===== src/hw/flash_program_control_regs.vh =====
// Register offsets, field positions and reset values of the flash control block
`ifndef FLASH_PROGRAM_CONTROL_REGS_VH
`define FLASH_PROGRAM_CONTROL_REGS_VH

// Register byte offsets
`define CTRL_OFS          8'h00
`define KEY_OFS           8'h04
`define IRQ_STATUS_OFS    8'h08
`define IRQ_MASK_OFS      8'h0C

// Control register field positions
`define START_BIT         15
`define ARM_BIT           14
`define FAIL_BIT          13
`define LS_ERR_BIT        12
`define LS_STAT_BIT       11
`define OP_MSB            3
`define OP_LSB            0

// Operation codes
`define OP_NONE           4'h0
`define OP_NOP_A          4'h2
`define OP_ROW_PROGRAM    4'h3
`define OP_PAGE_ERASE     4'h4
`define OP_FULL_ERASE     4'h5
`define OP_NOP_B          4'h6

// Flash array command encodings
`define CMD_ROW_PROGRAM   2'h1
`define CMD_PAGE_ERASE    2'h2
`define CMD_FULL_ERASE    2'h3

// Interrupt status bit positions
`define EV_DONE_BIT       0
`define EV_FAIL_BIT       1
`define EV_LOW_SUPPLY_BIT 2

// Reset values
`define OP_RESET          4'h0
`define IRQ_MASK_RESET    3'h0
`define RDATA_RESET       32'h0000_0000

`endif


===== src/hw/flash_program_control.v =====
// Control and status logic of the program flash sequencer
//
// Notes on behaviour
// RULE_01 - A one written to start is taken only while op_arm is one and the unlock has just passed.
// RULE_02 - Start launches the selected operation, hardware clears it at the end, it reads zero when idle.
// RULE_03 - Device reset returns op_arm and start to their reset values; other control fields keep theirs.
// RULE_04 - op_arm one allows start writes and powers the low supply detector, zero blocks and stops both.
// RULE_05 - op_fail_flag is set when a program or erase does not finish well and stays zero otherwise.
// RULE_06 - With detection on, a low supply sets low_supply_error, a hint of corruption with op_fail_flag.
// RULE_07 - low_supply_status follows the detector and is set and cleared by hardware only.
// RULE_08 - op_select is written only while op_arm is zero; writes while it is one are dropped.
// RULE_09 - Code 0101 erases the whole array, only if no page is write-protected.
// RULE_10 - Code 0100 erases the addressed page, only if that page is not write-protected.
// RULE_11 - Code 0011 programs the addressed row, only if that row is not write-protected.
// RULE_12 - Codes 0110, 0010 and 0000 do no flash operation when started.
// RULE_13 - Software keeps away from the reserved codes 0111 to 1111.
// RULE_14 - Starting with code 0000 clears the error flags.
// RULE_15 - Bits 31 to 16 and 10 to 4 always read as zero.
// RULE_16 - A parameterised key match must pass just before a start write is taken.
`timescale 1ns/1ps
`include "flash_program_control_regs.vh"
module flash_program_control
#(
   parameter [31:0] KEY_FIRST  = 32'h1234_ABCD, // Arbitrary key value
   parameter [31:0] KEY_SECOND = 32'hCDEF_5678  // Arbitrary key value
)
(
   clk,
   rst,
   por,
   ce,
   addr,
   wdata,
   wr,
   rd,
   rdata_q,
   flash_done,
   flash_fail,
   protect_any,
   protect_target,
   low_supply_raw,
   flash_req_q,
   flash_cmd_q,
   detector_en_q,
   busy_q,
   irq_q
);
   input  wire        clk;
   input  wire        rst;
   input  wire        por;
   input  wire        ce;
   input  wire [7:0]  addr;
   input  wire [31:0] wdata;
   input  wire        wr;
   input  wire        rd;
   output reg  [31:0] rdata_q;
   input  wire        flash_done;
   input  wire        flash_fail;
   input  wire        protect_any;
   input  wire        protect_target;
   input  wire        low_supply_raw;
   output reg         flash_req_q;
   output reg  [1:0]  flash_cmd_q;
   output reg         detector_en_q;
   output reg         busy_q;
   output reg         irq_q;

   // Sequencer states
   localparam [1:0] ST_IDLE   = 2'b00;
   localparam [1:0] ST_LAUNCH = 2'b01;
   localparam [1:0] ST_WAIT   = 2'b10;
   localparam [1:0] ST_END    = 2'b11;

   // Does this code drive the flash array
   function is_flash_op;
      input [3:0] op;
      begin
         is_flash_op = (op == `OP_ROW_PROGRAM) || (op == `OP_PAGE_ERASE) ||
                       (op == `OP_FULL_ERASE);
      end
   endfunction

   reg  [1:0]  state_q;
   reg  [1:0]  state_d;
   reg         start_q;
   reg         arm_q;
   reg         fail_q;
   reg         ls_err_q;
   reg  [3:0]  op_q;
   reg  [2:0]  ev_q;
   reg  [2:0]  mask_q;
   reg         ls_meta_q;
   reg         ls_sync_q;
   reg         op_fail_d;
   reg         op_end_d;
   reg         req_d;
   wire        unlocked;
   wire        sel_ctrl;
   wire        sel_key;
   wire        sel_stat;
   wire        sel_mask;
   wire        start_take;
   wire        ls_stat;
   wire        protected_now;
   wire [2:0]  ev_set;
   wire [31:0] ctrl_word;

   // Address decode
   assign sel_ctrl = (addr == `CTRL_OFS);
   assign sel_key  = (addr == `KEY_OFS);
   assign sel_stat = (addr == `IRQ_STATUS_OFS);
   assign sel_mask = (addr == `IRQ_MASK_OFS);

   // Unlock key checker
   unlock_key_check
   #(
      .KEY_FIRST  (KEY_FIRST),
      .KEY_SECOND (KEY_SECOND)
   )
   u_key
   (
      .clk        (clk),
      .rst        (rst),
      .ce         (ce),
      .wr_stb     (wr),
      .key_sel    (sel_key),
      .wdata      (wdata),
      .unlocked_q (unlocked)
   );

   // Start is taken only when armed, unlocked and idle
   assign start_take = ce && wr && sel_ctrl && wdata[`START_BIT] && arm_q && unlocked &&
                       (state_q == ST_IDLE);                           // RULE_01 RULE_04 RULE_16

   // Detector status is live only while the detector is powered
   assign ls_stat = arm_q && ls_sync_q;                                // RULE_07 RULE_04

   // Write protection that blocks the selected operation
   assign protected_now = (op_q == `OP_FULL_ERASE) ? protect_any       // RULE_09
                                                   : protect_target;   // RULE_10 RULE_11

   // Control word as software sees it
   assign ctrl_word = {16'h0000, start_q, arm_q, fail_q, ls_err_q, ls_stat,
                       7'h00, op_q};                                   // RULE_15

   // Low supply detector input synchroniser
   always @(posedge clk)
   begin
      if (por)
      begin
         ls_meta_q <= 1'b0;
         ls_sync_q <= 1'b0;
      end
      else if (ce)
      begin
         ls_meta_q <= low_supply_raw;
         ls_sync_q <= ls_meta_q;
      end
   end

   // Sequencer next state and launch decisions
   always @*
   begin
      state_d   = state_q;
      op_fail_d = 1'b0;
      op_end_d  = 1'b0;
      req_d     = 1'b0;
      case (state_q)
         ST_IDLE:
         begin
            if (start_take)
               state_d = ST_LAUNCH;                                    // RULE_02
         end
         ST_LAUNCH:
         begin
            if (!is_flash_op(op_q))
            begin
               state_d = ST_END;                                       // RULE_12
            end
            else if (protected_now)
            begin
               op_fail_d = 1'b1;                                       // RULE_05
               state_d   = ST_END;
            end
            else
            begin
               req_d   = 1'b1;                                         // RULE_09 RULE_10 RULE_11
               state_d = ST_WAIT;
            end
         end
         ST_WAIT:
         begin
            if (flash_done)
            begin
               op_fail_d = flash_fail;                                 // RULE_05
               state_d   = ST_END;
            end
         end
         ST_END:
         begin
            op_end_d = 1'b1;
            state_d  = ST_IDLE;                                        // RULE_02
         end
         default:
         begin
            state_d = ST_IDLE;
         end
      endcase
   end

   // Sequencer and flash array request
   always @(posedge clk)
   begin
      if (por || rst)
      begin
         state_q     <= ST_IDLE;
         start_q     <= 1'b0;
         flash_req_q <= 1'b0;
         flash_cmd_q <= 2'h0;
         busy_q      <= 1'b0;
      end
      else if (ce)
      begin
         state_q     <= state_d;
         flash_req_q <= req_d;
         if (req_d)
         begin
            case (op_q)
               `OP_FULL_ERASE:  flash_cmd_q <= `CMD_FULL_ERASE;        // RULE_09
               `OP_PAGE_ERASE:  flash_cmd_q <= `CMD_PAGE_ERASE;        // RULE_10
               default:         flash_cmd_q <= `CMD_ROW_PROGRAM;       // RULE_11
            endcase
         end
         if (start_take)
            start_q <= 1'b1;                                           // RULE_02
         else if (op_end_d)
            start_q <= 1'b0;                                           // RULE_02
         busy_q <= (state_d != ST_IDLE);
      end
   end

   // Arm bit, which device reset clears along with start in the sequencer block
   always @(posedge clk)
   begin
      if (por || rst)
      begin
         arm_q         <= 1'b0;                                        // RULE_03
         detector_en_q <= 1'b0;
      end
      else if (ce)
      begin
         if (wr && sel_ctrl)
            arm_q <= wdata[`ARM_BIT];
         detector_en_q <= (wr && sel_ctrl) ? wdata[`ARM_BIT] : arm_q;  // RULE_04
      end
   end

   // Fields that survive device reset and are reset only at power-on
   always @(posedge clk)
   begin
      if (por)
      begin
         op_q     <= `OP_RESET;
         fail_q   <= 1'b0;
         ls_err_q <= 1'b0;
      end
      else if (ce)
      begin
         if (wr && sel_ctrl && !arm_q)
            op_q <= wdata[`OP_MSB:`OP_LSB];                            // RULE_08
         if (op_fail_d)
            fail_q <= 1'b1;                                            // RULE_05
         else if (op_end_d && op_q == `OP_NONE)
            fail_q <= 1'b0;                                            // RULE_14
         if (ls_stat)
            ls_err_q <= 1'b1;                                          // RULE_06
         else if (op_end_d && op_q == `OP_NONE)
            ls_err_q <= 1'b0;                                          // RULE_14
      end
   end

   // Interrupt events: done, fail, low supply error rising
   assign ev_set = {ls_stat && !ls_err_q, op_fail_d, op_end_d};

   // Sticky status with write-one-to-clear, set wins
   always @(posedge clk)
   begin
      if (por || rst)
      begin
         ev_q   <= 3'h0;
         mask_q <= `IRQ_MASK_RESET;
         irq_q  <= 1'b0;
      end
      else if (ce)
      begin
         if (wr && sel_stat)
            ev_q <= (ev_q & ~wdata[2:0]) | ev_set;
         else
            ev_q <= ev_q | ev_set;
         if (wr && sel_mask)
            mask_q <= wdata[2:0];
         irq_q <= |(ev_q & mask_q);
      end
   end

   // Read data, registered, zero on unmapped addresses
   always @(posedge clk)
   begin
      if (por || rst)
      begin
         rdata_q <= `RDATA_RESET;
      end
      else if (ce)
      begin
         if (rd && sel_ctrl)
            rdata_q <= ctrl_word;                                      // RULE_15
         else if (rd && sel_stat)
            rdata_q <= {29'h0000_0000, ev_q};
         else if (rd && sel_mask)
            rdata_q <= {29'h0000_0000, mask_q};
         else
            rdata_q <= `RDATA_RESET;
      end
   end
endmodule


===== src/hw/unlock_key_check.v =====
// Two-word unlock key checker guarding the start bit
`timescale 1ns/1ps
module unlock_key_check
#(
   parameter [31:0] KEY_FIRST  = 32'h1234_ABCD, // Arbitrary key value
   parameter [31:0] KEY_SECOND = 32'hCDEF_5678  // Arbitrary key value
)
(
   clk,
   rst,
   ce,
   wr_stb,
   key_sel,
   wdata,
   unlocked_q
);
   input  wire        clk;
   input  wire        rst;
   input  wire        ce;
   input  wire        wr_stb;
   input  wire        key_sel;
   input  wire [31:0] wdata;
   output reg         unlocked_q;

   reg                half_q;

   // Key pair must be the last two writes; any other write drops the unlock
   always @(posedge clk)
   begin
      if (rst)
      begin
         half_q     <= 1'b0;
         unlocked_q <= 1'b0;
      end
      else if (ce && wr_stb)
      begin
         if (key_sel)
         begin
            half_q     <= (wdata == KEY_FIRST);                        // RULE_16
            unlocked_q <= half_q && (wdata == KEY_SECOND);             // RULE_16
         end
         else
         begin
            half_q     <= 1'b0;
            unlocked_q <= 1'b0;                                        // RULE_16
         end
      end
   end
endmodule


===== config.mk =====
export PLATFORM = sky130hd
export DESIGN_NAME = flash_program_control
export DESIGN_NICKNAME = d
export VERILOG_FILES = /design/src/hw/flash_program_control.v /design/src/hw/unlock_key_check.v
export VERILOG_INCLUDE_DIRS = /design/src /design/src/hw
export SDC_FILE = /design/constraint.sdc
export NUM_CORES = 1
export LEC_CHECK = 0
export ABC_AREA = 1
export BUFFER_PORTS_ARGS = -buffer_cell sky130_fd_sc_hd__buf_2
export CORE_MARGIN = 3
export CORE_UTILIZATION = 50
export DETAILED_ROUTE_END_ITERATION = 12
export PLACE_DENSITY = 0.95
export SETUP_SLACK_MARGIN = 0.5
export SLEW_MARGIN = 25
export SYNTH_ARGS = -nofsm -noshare
export SYNTH_HDL_FRONTEND = slang
export SYNTH_SLANG_ARGS = --single-unit

===== constraint.sdc =====
create_clock -name clk -period 3.7 [get_ports clk]
set_input_delay 0.185 -clock clk [delete_from_list [all_inputs] [get_ports clk]]
set_output_delay 0.185 -clock clk [all_outputs]
set_load 0.05 [all_outputs]

==> Yosys cells after proc, flatten, opt, wreduce, memory -nomap -nowiden <==
Cells that the tools add are included.
{ "op_classes": {"add_sub_neg": 0, "multipliers": 0, "n_div": 0, "order_cmp": 0, "n_eq_ne": 11, "shift": 0, "muxes": 26, "n_bitwise": 5, "n_reduce_logical": 37} }
{ "op_table": {"columns": ["operator", "n"], "rows": [
  ["== test 32 x 29 -> 1 bit, second input constant", 1],
  ["== test 32 bit, second input constant", 1],
  ["logical AND 1 bit", 17],
  ["two-way mux 1 bit", 17],
  ["== test 8 x 4 -> 1 bit, second input constant", 2],
  ["two-way mux 16 bit", 1],
  ["AND reduction 2 bit", 7],
  ["two-way mux 3 bit", 3],
  ["== test 4 x 3 -> 1 bit, second input constant", 2],
  ["== test 8 x 3 -> 1 bit, second input constant", 1],
  ["logical NOT 8 bit", 1],
  ["one-hot mux 2 bit (4 select lines)", 1],
  ["nonzero test 2 bit", 4],
  ["bitwise AND 3 bit", 2],
  ["OR 3 bit", 2],
  ["== test 2 bit, second input constant", 2],
  ["== test 4 x 2 -> 1 bit, second input constant", 1],
  ["logical NOT 4 bit", 1],
  ["two-way mux 2 bit", 2],
  ["one-hot mux 2 bit (2 select lines)", 1],
  ["logical OR 1 bit", 3],
  ["inverter 3 bit", 1],
  ["OR reduction 3 bit", 1],
  ["== test 2 x 1 -> 1 bit, second input constant", 1],
  ["3 further kinds", 4]
]} }
{ "word_totals": {"ff_bits": 57, "latch_bits": 0, "ram_bits": 0, "romBits": 0, "output_inout_bits": 38, "elab_cells": 96, "memories": 0} }

==> Longest topological paths before layout <==
{ "depth": {"depth_word": 9, "mapped_depth": 9, "depth_no_buf": 9} }

==> Hierarchy <==
Synthesis repeated with hierarchy kept, for this count alone.
{ "hier_totals": {"hier_cells": 321, "area_unflattened_um2": 2175.8} }
{ "by_module_without_submodules": {"columns": ["mod", "n_inst", "cells_each", "area_per_inst_um2", "seq_area_each_um2"], "rows": [
  ["flash_program_control", 1, 237, 1805.5, 640.6],
  ["unlock_key_check", 1, 84, 370.4, 40.0]
]} }

==> Worst setup path after synthesis <==
Ideal clock, no wire load.
{ "synth_timing": {"path_type": "register to register", "startpoint": "register arm_q", "endpoint": "register ev_q[2]", "arrival_ns": 1.304, "t_required_ns": 3.630, "slack_ns": 2.326, "path_stages_with_launch": 5, "n_path_buf": 0, "synth_period_minus_slack_ns": 1.374, "path_cell_list": "dfxtp_1 -> inv_1 -> nor3_1 -> nand2_1 -> a21oi_1"} }
{ "synth_via": {"elab_chain_cells": 4} }
{ "synth_rtl": {"columns": ["item", "line", "source"], "rows": [
  ["from (decl)", "flash_program_control.v:86", "reg arm_q;"],
  ["from (signal assigned)", "flash_program_control.v:253", "arm_q <= wdata[`ARM_BIT];"],
  ["logical AND 1 bit (*)", "flash_program_control.v:136", "assign ls_stat = arm_q && ls_sync_q;"],
  ["logical AND 1 bit (*)", "flash_program_control.v:283", "assign ev_set = {ls_stat && !ls_err_q, op_fail_d, op_end_d};"],
  ["OR 3 bit (on tied branches)", "flash_program_control.v:299, flash_program_control.v:297", null],
  ["two-way mux 3 bit (*)", "flash_program_control.v:296", "if (wr && sel_stat)"],
  ["to (signal assigned)", "flash_program_control.v:297", "ev_q <= (ev_q & ~wdata[2:0]) | ev_set;"],
  ["to (signal assigned)", "flash_program_control.v:299", "ev_q <= ev_q | ev_set;"],
  ["to (decl)", "flash_program_control.v:90", "reg [2:0] ev_q;"]
]} }
Mark *: on every way between the ends. The rest lies on a longest branch, timed or not.
A chain may end at the register's enable or synchronous reset.

==> Final worst setup path <==
{ "layout_timing": {"startpoint": "register state_q[0]", "endpoint": "register busy_q"} }
{ "layout_via": {"elab_chain_cells": 5} }
{ "layout_rtl": {"columns": ["item", "line", "source"], "rows": [
  ["from (decl)", "flash_program_control.v:83", "reg [1:0] state_q;"],
  ["from (signal assigned)", "flash_program_control.v:224", "state_q <= state_d;"],
  ["logical NOT 2 bit", "flash_program_control.v:133, flash_program_control.v:168", null],
  ["logical AND 1 bit", "flash_program_control.v:132", "assign start_take = ce && wr && sel_ctrl && wdata[`START_BIT] && arm_q && unlocked &&"],
  ["two-way mux 2 bit", "flash_program_control.v:171", "if (start_take)"],
  ["one-hot mux 2 bit (4 select lines) (*)", "flash_program_control.v:168", "case (state_q)"],
  ["nonzero test 2 bit (*)", "flash_program_control.v:238", "busy_q <= (state_d != ST_IDLE);"],
  ["to (signal assigned)", "flash_program_control.v:238", null],
  ["to (decl)", "flash_program_control.v:65", "output reg busy_q;"]
]} }
Marked as above.

==> summary.txt <==
Detailed routing
  • Detail Route Antenna Nets: 0
  • Vias: 2129
  • Drt first pass iters: 5
  • DRC Markers: 0
  • Post-DR vias/cell: approximately 5.2
  • DR iter-0 viols: 144
  • Total Wirelength: ~5300 um
  • Routed wire per std cell: 12.9 um

Setup path
  • Worst path arrival time: around 1.6 ns
  • Startpoint types: register
  • Crit Path Class: reg -> reg
  • CP required: around 3.9 ns
  • CP endpoint kind: register
  • Crit Path Max Fanout: 6

Run
  • Max cap viols: 0

Power and ir drop
  • Net Sw Frac: 30.8%
  • Combinational power share: 17.0%
  • Maximum VDD drop: approximately 0.3 mV
  • Clock Power Share: 36.5%
  • P_sw: 0.000245 W
  • Total Power: 0.000795 W
  • Pint: 0.000550 W
  • Pwr/cell area: approximately 330 mW/mm^2
  • Seq pwr share: 46.5%
  • Leak: 1.10 nW

STA
  • Post-route worst setup slack: 2.29 ns
  • F_max: approximately 710 MHz
  • Fin. Hold Viols: 0
  • Worst hold slack: roughly 0.074 ns
  • Final setup TNS: 0 ns
  • Period minus WS final: approximately 1.4 ns
  • Final Slew Violations: 0
  • Skew final: 0.00779 ns
  • Final setup viols: 0
  • Tcrit/Tclk final: 38.1%
  • RSZ-0062 raised after global routing: false

Place
  • IO Port Bufs: 65
  • Post-DP HPWL: 4190 um
  • Placement Setup Slack: 2.32 ns
  • GPL Wtd Cong: 0.917

Final layout
  • Final Util: 63.8%
  • # diodes: 0
  • Multi-input gate area: between 0.001 and 0.0015 sq mm
  • Layout cells sized above 1: 29.2%
  • Area Growth Syn to Fin: 17.6%
  • Final layout net count: 415
  • FF/Latch Area: 681 sq um
  • Filler cells: about 340

CTS
  • Clock Path Buffers: 2
  • H-Tree Depth: 2
  • Setup Buffers After CTS: 0
  • CTS Root Cell: clkbuf_8
  • Clock latency on the worst-skew pair: 0.29 ns
  • CTS tree: done
  • TritonCTS buffer count: 5
  • Clock Pin Slew Worst Setup and Hold Paths: 0.07 ns
  • # hold bufs at CTS: 0
  • PostCTS Resize Cnt: 0
  • Clock tree sinks: 34

Floorplan
  • Die Ht: 70.5 um
  • Core ar.: 0.00383 sq mm
  • Row count: 22
  • Initial core utilization: 54.3%
  • Die W: 70.5 um
  • Die area: 0.00496 sq mm
  • I/O Pins: 89

GRT
  • Maximum number of pins on one net before global-route repair: 20
  • Global-route wire length before repair: 8630 um
  • Global route total overflow: 0
  • Vias in the first global route: 2033
  • Initial antenna violation count: 0
  • Most used routing layer: met2
  • Met2 Track Usage GR: 37.1%
  • Met1 usage: 23.7%
  • Met3 Track Usage GR: under 10%
  • Total GRT Usage: a little over a fifth

Synthesis
  • Mapped Cells: 293
  • Mean Syn Cell Area: 7.09 sq um
  • Synth Warn #: 0
  • Count leader, synth: nand2_1
  • Synth Register Bits: 34
  • Count of cell types in the netlist: 29
  • EDFF count, synth: 0
  • Largest area contributor in the netlist: dfxtp_1
  • Mapped Area: ~0.0021 sq mm
  • Post-synth ARST share: 0%
  • Commonest cells in the netlist: nand2_1, dfxtp_1, a21oi_1, nor2_1
  • Register area share after synthesis: 32.8%
  • Top-area cell type share of the netlist area: 32.8%
  • Synth area leaders: dfxtp_1, buf_4, nand2_1
  • Synth Flop Type: dfxtp_1

Worst hold path
  • HP Class: in -> reg

Run status
  • Status: completed
==> cell usage in the layout (no fill, tap or decap), types with 5 or more instances in the layout <==
| master | instances |
|---|---|
| nand2_1 | 45 |
| nor3_1 | 8 |
| nor2_1 | 31 |
| dfxtp_1 | 34 |
| a21oi_1 | 31 |
| inv_1 | 21 |
| nor2_4 | 6 |
| conb_1 | 23 |
| buf_2 | 65 |
| clkbuf_8 | 6 |
| ha_1 | 5 |
| nand3_1 | 25 |
| o21ai_0 | 14 |
| inv_2 | 5 |
| nand2_2 | 7 |
| nand4_1 | 7 |
==> layout make-up <==
class,count,share of cell area [%]
multi-input combinational,225,48.0
timing repair buffer,66,13.6
tap,48,2.46
inverter,27,4.15
sequential,34,27.9
clock inverter,2,0.512
clock buffer,6,3.38
==> layer usage <==
metal  share of wire [%]  vias up
li1                    -     1042
met1                  38      951
met2                  52      122
met3                 8.5       14
met4                 1.6        0
met5                   0        -
==> state kept, by name, indices dropped and copies added, names as in the netlist <==
register	flops
rdata_q	9
op_q	4
ev_q	3
mask_q	3
flash_cmd_q	2
state_q	2
arm_q	1
busy_q	1
fail_q	1
flash_req_q	1
irq_q	1
ls_err_q	1
ls_meta_q	1
ls_sync_q	1
start_q	1
u_key.half_q	1
u_key.unlocked_q	1
==> stage by stage <==
stage	instance area, sq um	cells
6_report	2440	408
5_1_grt	2440	408
4_1_cts	2440	408
3_5_place_dp	2350	400
3_3_place_gp	2350	400
2_1_floorplan	2160	315
==> worst max-delay path: stages (launching register included) <==
cell     delay (ns)
dfxtp_1        0.37
inv_1          0.12
ha_1           0.17
nand3_1        0.08
nor2_1         0.13
nand3_2        0.12
a21oi_2        0.14
nand2_1        0.08
a21oi_1        0.13
==> final timing paths <==
kind,from,to,slack [ns],cells past startpoint
max,state_q[0],busy_q,2.29,8
min,rst,u_key.half_q,0.07,2
max reg2reg,state_q[0],busy_q,2.29,8
min reg2reg,ls_sync_q,ls_sync_q,0.47,2
==> cells by family (layout without fill, tap and decap cells) <==
logic type      Yosys count  in the layout  synth area share, %
buf+inv                  56            101                 14.8
compound gates           54             54                 13.9
flops                    34             34                 32.8
fa+ha+maj                 5              5                 3.01
other cells               1             23                0.181
simple gates            143            143                 35.4
==> power groups by stage <==
stage          logic, W  clock network, W  registers, W
2_1_floorplan  0.000105                 0      0.000384
3_3_place_gp   0.000131                 0      0.000378
3_5_place_dp   0.000133                 0      0.000379
4_1_cts        0.000134          0.000294      0.000370
5_1_grt        0.000145          0.000311      0.000370
6_report       0.000135          0.000290      0.000370
(Power assumes the default switching activity.)
